File: config.mk
export PLATFORM = sky130hd
export DESIGN_NAME = tqs_status
export DESIGN_NICKNAME = d
export VERILOG_FILES = /design/src/tqs_pkg.sv /design/src/tqs_status.sv
export VERILOG_INCLUDE_DIRS = /design/src /design/src/src
export SDC_FILE = /design/constraint.sdc
export NUM_CORES = 1
export LEC_CHECK = 0
export BUFFER_PORTS_ARGS = -buffer_cell sky130_fd_sc_hd__buf_2
export CAP_MARGIN = 20
export CORE_MARGIN = 2
export CORE_UTILIZATION = 43
export DETAILED_ROUTE_END_ITERATION = 16
export HOLD_SLACK_MARGIN = 0.06
export PLACE_DENSITY = 0.94
export SLEW_MARGIN = 20
export SYNTH_ARGS = -nofsm -noshare
export SYNTH_HDL_FRONTEND = slang
export SYNTH_SLANG_ARGS = --single-unit
File: constraint.sdc
create_clock -name sys_clk -period 3.7 [get_ports sys_clk]
set_input_delay 0.185 -clock sys_clk [delete_from_list [all_inputs] [get_ports sys_clk]]
set_output_delay 0.185 -clock sys_clk [all_outputs]
set_load 0.01 [all_outputs]
File: src/tqs_defines.svh
// Register map, field positions and reset values of the torque-off status block.
// Assumes a 32-bit register port with byte addresses.
`ifndef TQS_DEFINES_SVH
`define TQS_DEFINES_SVH

`define TQS_ADDR_W 8
`define TQS_DATA_W 32

`define TQS_OFF_STATE 8'h00
`define TQS_OFF_CTRL 8'h04
`define TQS_OFF_IRQ_STATUS 8'h08
`define TQS_OFF_IRQ_MASK 8'h0C

`define TQS_STATE_ACTIVE 0
`define TQS_STATE_CHAN_A 1
`define TQS_STATE_CHAN_B 2
`define TQS_STATE_WARN 3
`define TQS_STATE_FAULT 4

`define TQS_CTRL_REPORT 0
`define TQS_CTRL_FAULT_CLR 1

`define TQS_EVT_W 4
`define TQS_EVT_ENTER 0
`define TQS_EVT_EXIT 1
`define TQS_EVT_FAULT 2
`define TQS_EVT_MISMATCH 3

`define TQS_REPORT_RST 1'h1
`define TQS_MASK_RST 4'h0
`define TQS_SYNC_RST 3'h0

`endif

File: src/tqs_pkg.sv
// Types of the torque-off status block.
// Assumes tqs_defines.svh for widths.
`include "tqs_defines.svh"

package tqs_pkg;

	typedef struct packed {
		logic [`TQS_ADDR_W-1:0] addr;
		logic [`TQS_DATA_W-1:0] wdata;
		logic wr;
		logic rd;
	} tqs_bus_req_t;

	typedef struct packed {
		logic [2:0] a_sync;
		logic [2:0] b_sync;
		logic chan_a;
		logic chan_b;
		logic active;
		logic report;
		logic warn;
		logic fault;
		logic [`TQS_EVT_W-1:0] irq_status;
		logic [`TQS_EVT_W-1:0] irq_mask;
		logic irq;
		logic [`TQS_DATA_W-1:0] rdata;
	} tqs_state_t;

endpackage

File: src/tqs_status.sv
// Torque-off status of one drive axis: pin filtering, warning/fault, registers, interrupt.
// Assumes channel pins are asynchronous, axis_enable and the bus are on sys_clk.
//
// The implementer's own choices: the strobed register port and the register addresses.
`timescale 1ns/1ps
`include "tqs_defines.svh"

// Overview of operation
// - Status reads 1 while torque off active
// - Status reads 0 while both inputs 24V
// - Fault on activation while enabled, if reporting
// - Warning follows active state while reporting
// - Reporting off: no warning, no fault
// - Reporting switch resets to 1
// - Channel state 1 at 24V, else 0
module tqs_status (
	// Clock and reset
	input wire logic sys_clk,
	input wire logic reset,
	// Torque-off input pins, high at 24V
	input wire logic chan_a_pin,
	input wire logic chan_b_pin,
	// Axis enable from drive logic
	input wire logic axis_enable,
	// Register port
	input wire tqs_pkg::tqs_bus_req_t bus_req,
	output logic [`TQS_DATA_W-1:0] rd_data,
	// Status outputs
	output logic axis_torque_off_state,
	output logic torque_off_channel_a_state,
	output logic torque_off_channel_b_state,
	output logic torque_off_warning,
	output logic torque_off_fault,
	output logic irq
);
	import tqs_pkg::*;

	tqs_state_t st_q;
	tqs_state_t st_d;

	// Filtered level: accept a new value only once stages two and three agree
	function automatic logic filt(input logic [2:0] sync, input logic cur);
		filt = (sync[1] == sync[2]) ? sync[2] : cur;
	endfunction

	function automatic logic hit(input tqs_bus_req_t r, input logic [`TQS_ADDR_W-1:0] off);
		hit = (r.addr == off);
	endfunction

	logic enter;
	logic leave;
	logic fault_set;
	logic fault_clr;
	logic mismatch;
	logic [`TQS_EVT_W-1:0] events;
	logic [`TQS_DATA_W-1:0] state_word;

	always_comb begin
		st_d = st_q;
		// Stage one is read only by stage two
		st_d.a_sync = {st_q.a_sync[1:0], chan_a_pin};
		st_d.b_sync = {st_q.b_sync[1:0], chan_b_pin};
		st_d.chan_a = filt(st_q.a_sync, st_q.chan_a);
		st_d.chan_b = filt(st_q.b_sync, st_q.chan_b);
		// Either channel at 0V removes torque; failing safe on one channel
		st_d.active = ~(st_d.chan_a & st_d.chan_b);

		enter = st_d.active & ~st_q.active;
		leave = ~st_d.active & st_q.active;
		mismatch = (st_d.chan_a != st_d.chan_b) & (st_q.chan_a == st_q.chan_b);

		if (bus_req.wr && hit(bus_req, `TQS_OFF_CTRL)) begin
			st_d.report = bus_req.wdata[`TQS_CTRL_REPORT];
		end
		if (bus_req.wr && hit(bus_req, `TQS_OFF_IRQ_MASK)) begin
			st_d.irq_mask = bus_req.wdata[`TQS_EVT_W-1:0];
		end
		fault_clr = bus_req.wr && hit(bus_req, `TQS_OFF_CTRL)
			&& bus_req.wdata[`TQS_CTRL_FAULT_CLR];

		fault_set = enter & axis_enable & st_d.report;
		// Set beats clear; switching reporting off drops the fault
		st_d.fault = st_d.report & (fault_set | (st_q.fault & ~fault_clr));
		st_d.warn = st_d.report & st_d.active;

		events = '0;
		events[`TQS_EVT_ENTER] = enter;
		events[`TQS_EVT_EXIT] = leave;
		events[`TQS_EVT_FAULT] = fault_set;
		events[`TQS_EVT_MISMATCH] = mismatch;
		// Read clears, but an event in the same cycle survives
		if (bus_req.rd && hit(bus_req, `TQS_OFF_IRQ_STATUS)) begin
			st_d.irq_status = events;
		end else begin
			st_d.irq_status = st_q.irq_status | events;
		end
		st_d.irq = |(st_d.irq_status & st_d.irq_mask);

		state_word = '0;
		state_word[`TQS_STATE_ACTIVE] = st_q.active;
		state_word[`TQS_STATE_CHAN_A] = st_q.chan_a;
		state_word[`TQS_STATE_CHAN_B] = st_q.chan_b;
		state_word[`TQS_STATE_WARN] = st_q.warn;
		state_word[`TQS_STATE_FAULT] = st_q.fault;

		st_d.rdata = '0;
		if (bus_req.rd) begin
			unique case (bus_req.addr)
				`TQS_OFF_STATE: st_d.rdata = state_word;
				`TQS_OFF_CTRL: st_d.rdata[`TQS_CTRL_REPORT] = st_q.report;
				`TQS_OFF_IRQ_STATUS: st_d.rdata[`TQS_EVT_W-1:0] = st_q.irq_status;
				`TQS_OFF_IRQ_MASK: st_d.rdata[`TQS_EVT_W-1:0] = st_q.irq_mask;
				default: st_d.rdata = '0;
			endcase
		end
	end

	always_ff @(posedge sys_clk) begin
		if (reset) begin
			// Channels start at 0V so the axis starts in the safe state
			st_q.a_sync <= `TQS_SYNC_RST;
			st_q.b_sync <= `TQS_SYNC_RST;
			st_q.chan_a <= 1'h0;
			st_q.chan_b <= 1'h0;
			st_q.active <= 1'h1;
			st_q.report <= `TQS_REPORT_RST;
			st_q.warn <= 1'h0;
			st_q.fault <= 1'h0;
			st_q.irq_status <= '0;
			st_q.irq_mask <= `TQS_MASK_RST;
			st_q.irq <= 1'h0;
			st_q.rdata <= '0;
		end else begin
			st_q <= st_d;
		end
	end

	assign rd_data = st_q.rdata;
	assign axis_torque_off_state = st_q.active;
	assign torque_off_channel_a_state = st_q.chan_a;
	assign torque_off_channel_b_state = st_q.chan_b;
	assign torque_off_warning = st_q.warn;
	assign torque_off_fault = st_q.fault;
	assign irq = st_q.irq;
endmodule

==> results.json <==
{
  "htree_num_levels": 1,
  "grt_pass1_vias": 756,
  "hold_depth": 2,
  "peakVddDrop_mv": 0.289,
  "ys_warn_count": 0,
  "dieArea_um2": 3280,
  "ys_seq_area_frac": 0.427,
  "grt.total_usage": 0.130,
  "finalHoldViolCount": 0,
  "antenna_left": 0,
  "switching_power_mw": 0.104,
  "core_area_um2": 2730,
  "relSlewSlack": 0.666,
  "crit_type": "in2reg",
  "cts_buffers": 3,
  "tritoncts": "done",
  "antenna_found_initial": 0,
  "ys_types": 31,
  "clk_pin_slew_ps": 120,
  "slew_viol_final": 0,
  "crit_fanout": 4,
  "rows": 19,
  "fill_cells": 263,
  "status": "complete, no violations",
  "reg2reg_slack_ps": 1810,
  "register_area_um2": 520,
  "clock_latency_ps": 310,
  "num_vias": 847,
  "setup_viol": 0,
  "p_per_area_nw_per_um2": 347,
  "finalCritPeriodShare": 0.545,
  "holdPathEnd": "st_d[51]$_SDFF_PP0_",
  "cts_root_buffer": "clkbuf_4",
  "grt_pass1_wl_mm": 3.28,
  "worst_pin_slew_ps": 496,
  "ys_seq_elements": 26,
  "r2r_cells": 5,
  "area_growth_pct": 3.90,
  "final_layout_size_suffix_gt1_frac": 0.242,
  "drv_cap": 0,
  "cts_hold_buf": 0,
  "clockPowerShare": 0.260,
  "initial_core_util": 0.446,
  "cts_resized": 0,
  "required_ps": 3900,
  "cts_sinks": 26,
  "min_path_type": "in2reg",
  "grt_max_degree": 18,
  "die_y_um": 57.2,
  "avgSynthCellArea_um2": 9.60,
  "antennaDiodeCount": 0,
  "port_buffers": 29,
  "p_int_mw": 0.335,
  "cp_data_arrival_time_ps": 2220,
  "fin_setup_tns_ps": 0,
  "post_cts_buffers": 0,
  "pin_count": 85,
  "min_period_ps": 2020,
  "reg2reg_to": "irq$_SDFF_PP0_",
  "dp_hpwl_mm": 1.65,
  "rsz0062_at_grt": "no",
  "reg2reg_from": "torque_off_channel_a_state$_SDFF_PP0_",
  "routedWlPerCell_um": 11.9,
  "power.leakage_nw": 0.594,
  "place.gp.congestion": 0.775,
  "fmax_ghz": 0.495,
  "seqPwrFrac": 0.649,
  "grt_overflow": 0,
  "end_kind": "flop",
  "synthCells": 127,
  "critPathLaunchType": "primary input",
  "dr.pass1.iters": 4,
  "dieWidth_um": 57.2,
  "routed_wl_mm": 2.14,
  "combPwrFrac": 0.091,
  "syn-cell-area_um2": 1220,
  "stdcell_count": 180,
  "drc_errors": 0,
  "ctsLongestPathBuffers": 2,
  "finish.net_count": 199,
  "multi_input_area_um2": 536,
  "drt_iter0_drc": 19,
  "vias_per_cell": 4.71,
  "dp_cells": 177,
  "hold_path.startpoint": "chan_a_pin",
  "skew_ps": 12.7,
  "swShare": 0.238
}
-- worst max-delay path by stage --
stage | to | start | slack (ps)
finish | irq$_SDFF_PP0_ | bus_req[35] | 1680
global route | irq$_SDFF_PP0_ | bus_req[35] | 1620
CTS | irq$_SDFF_PP0_ | bus_req[35] | 1710
detailed placement | irq$_SDFF_PP0_ | bus_req[35] | 1370
global placement | irq$_SDFF_PP0_ | bus_req[35] | 1400
floorplan | irq$_SDFF_PP0_ | bus_req[35] | 1640
-- routing by layer --
layer	GRT usage	vias up	wire [um]
met1	0.151	376	865
met5	0	-	0
li1	-	419	-
met4	0.0465	0	17
met2	0.230	48	1080
met3	0.0363	4	175
-- metrics by stage --
step | hold slack, ps | worst slack, ps | utilization | power [mW] | instance area (um2)
6_report | 77.8 | 1680 | 0.463 | 0.439 | 1270
5_1_grt | 76.4 | 1620 | 0.463 | 0.455 | 1270
4_1_cts | 65.0 | 1710 | 0.463 | 0.442 | 1270
3_5_place_dp | 401 | 1370 | 0.455 | 0.330 | 1240
3_3_place_gp | 397 | 1400 | 0.455 | 0.329 | 1240
2_1_floorplan | 257 | 1640 | - | 0.337 | 1320
-- power by group through the flow --
stage	Clock [mW]	Combinational, mW	Sequential (mW)
4_1_cts	0.118	0.0391	0.285
3_5_place_dp	0	0.0391	0.291
3_3_place_gp	0	0.0383	0.291
5_1_grt	0.126	0.0437	0.285
6_report	0.114	0.0399	0.285
2_1_floorplan	0	0.0457	0.291
-- sequential cells by signal, summed over array words and instances, names as in the netlist --
name / cells
axis_torque_off_state: 1
irq: 1
rd_data: 5
st_d: 4
st_q: 11
torque_off_channel_a_state: 1
torque_off_channel_b_state: 1
torque_off_fault: 1
torque_off_warning: 1
-- area by class of cell --
class | count | area share
inverters | 1 | 0.00296
clock buffers | 3 | 0.0178
multi-input cells | 90 | 0.423
repair buffers | 29 | 0.115
flip-flops and latches | 26 | 0.411
well taps | 31 | 0.0306
-- kinds of logic (layout without fill, tap and decap cells) --
logic type,count (synthesis),count (layout),synth area share
XOR/XNOR,1,1,0.00719
AND/OR/NAND/NOR,39,39,0.171
other,1,27,0.00308
AO/OA/AOI/OAI,11,11,0.0657
adder cells (fa/ha/maj),3,3,0.0267
multiplexers,9,9,0.0852
flip-flops,26,26,0.427
buffers and inverters,37,33,0.214
-- synthesized netlist by cell type --
master | number | area (um2)
inv_1 | 1 | 3.75
nand3b_1 | 2 | 15.0
clkbuf_1 | 3 | 11.3
xnor2_1 | 1 | 8.76
a31oi_1 | 3 | 18.8
or4_1 | 2 | 15.0
o31ai_1 | 1 | 7.51
nor2_1 | 13 | 48.8
dfxtp_1 | 26 | 521
or4_4 | 1 | 11.3
a21oi_1 | 1 | 5.00
mux2i_1 | 7 | 70.1
nor2b_1 | 7 | 43.8
clkbuf_2 | 1 | 5.00
and2_1 | 3 | 18.8
a211oi_1 | 1 | 7.51
nor3_1 | 3 | 15.0
nand2_1 | 3 | 11.3
conb_1 | 1 | 3.75
a22oi_1 | 2 | 15.0
mux4_2 | 1 | 22.5
nand3_1 | 3 | 15.0
nor4b_1 | 1 | 8.76
ha_1 | 1 | 12.5
a21bo_2 | 1 | 10.0
buf_4 | 32 | 240
o22ai_1 | 1 | 6.26
a221o_1 | 1 | 10.0
mux2_2 | 1 | 11.3
nor4_1 | 1 | 6.26
maj3_1 | 2 | 20.0
-- critical path: stages --
cell,delay [ps]
buf_2,100
or4_4,540
or4_1,620
mux2i_1,270
o22ai_1,130
a221o_1,360
-- cells in the final DEF (no fill, tap or decap), drive strengths merged, types with 2 or more instances in the layout --
master / synthesis / final
a22oi: 2 / 2
a31oi: 3 / 3
and2: 3 / 3
buf: 32 / 29
clkbuf: 4 / 3
conb: 1 / 27
dfxtp: 26 / 26
maj3: 2 / 2
mux2i: 7 / 7
nand2: 3 / 3
nand3: 3 / 3
nand3b: 2 / 2
nor2: 13 / 13
nor2b: 7 / 7
nor3: 3 / 3
or4: 3 / 3
(Power assumes the default switching activity.)
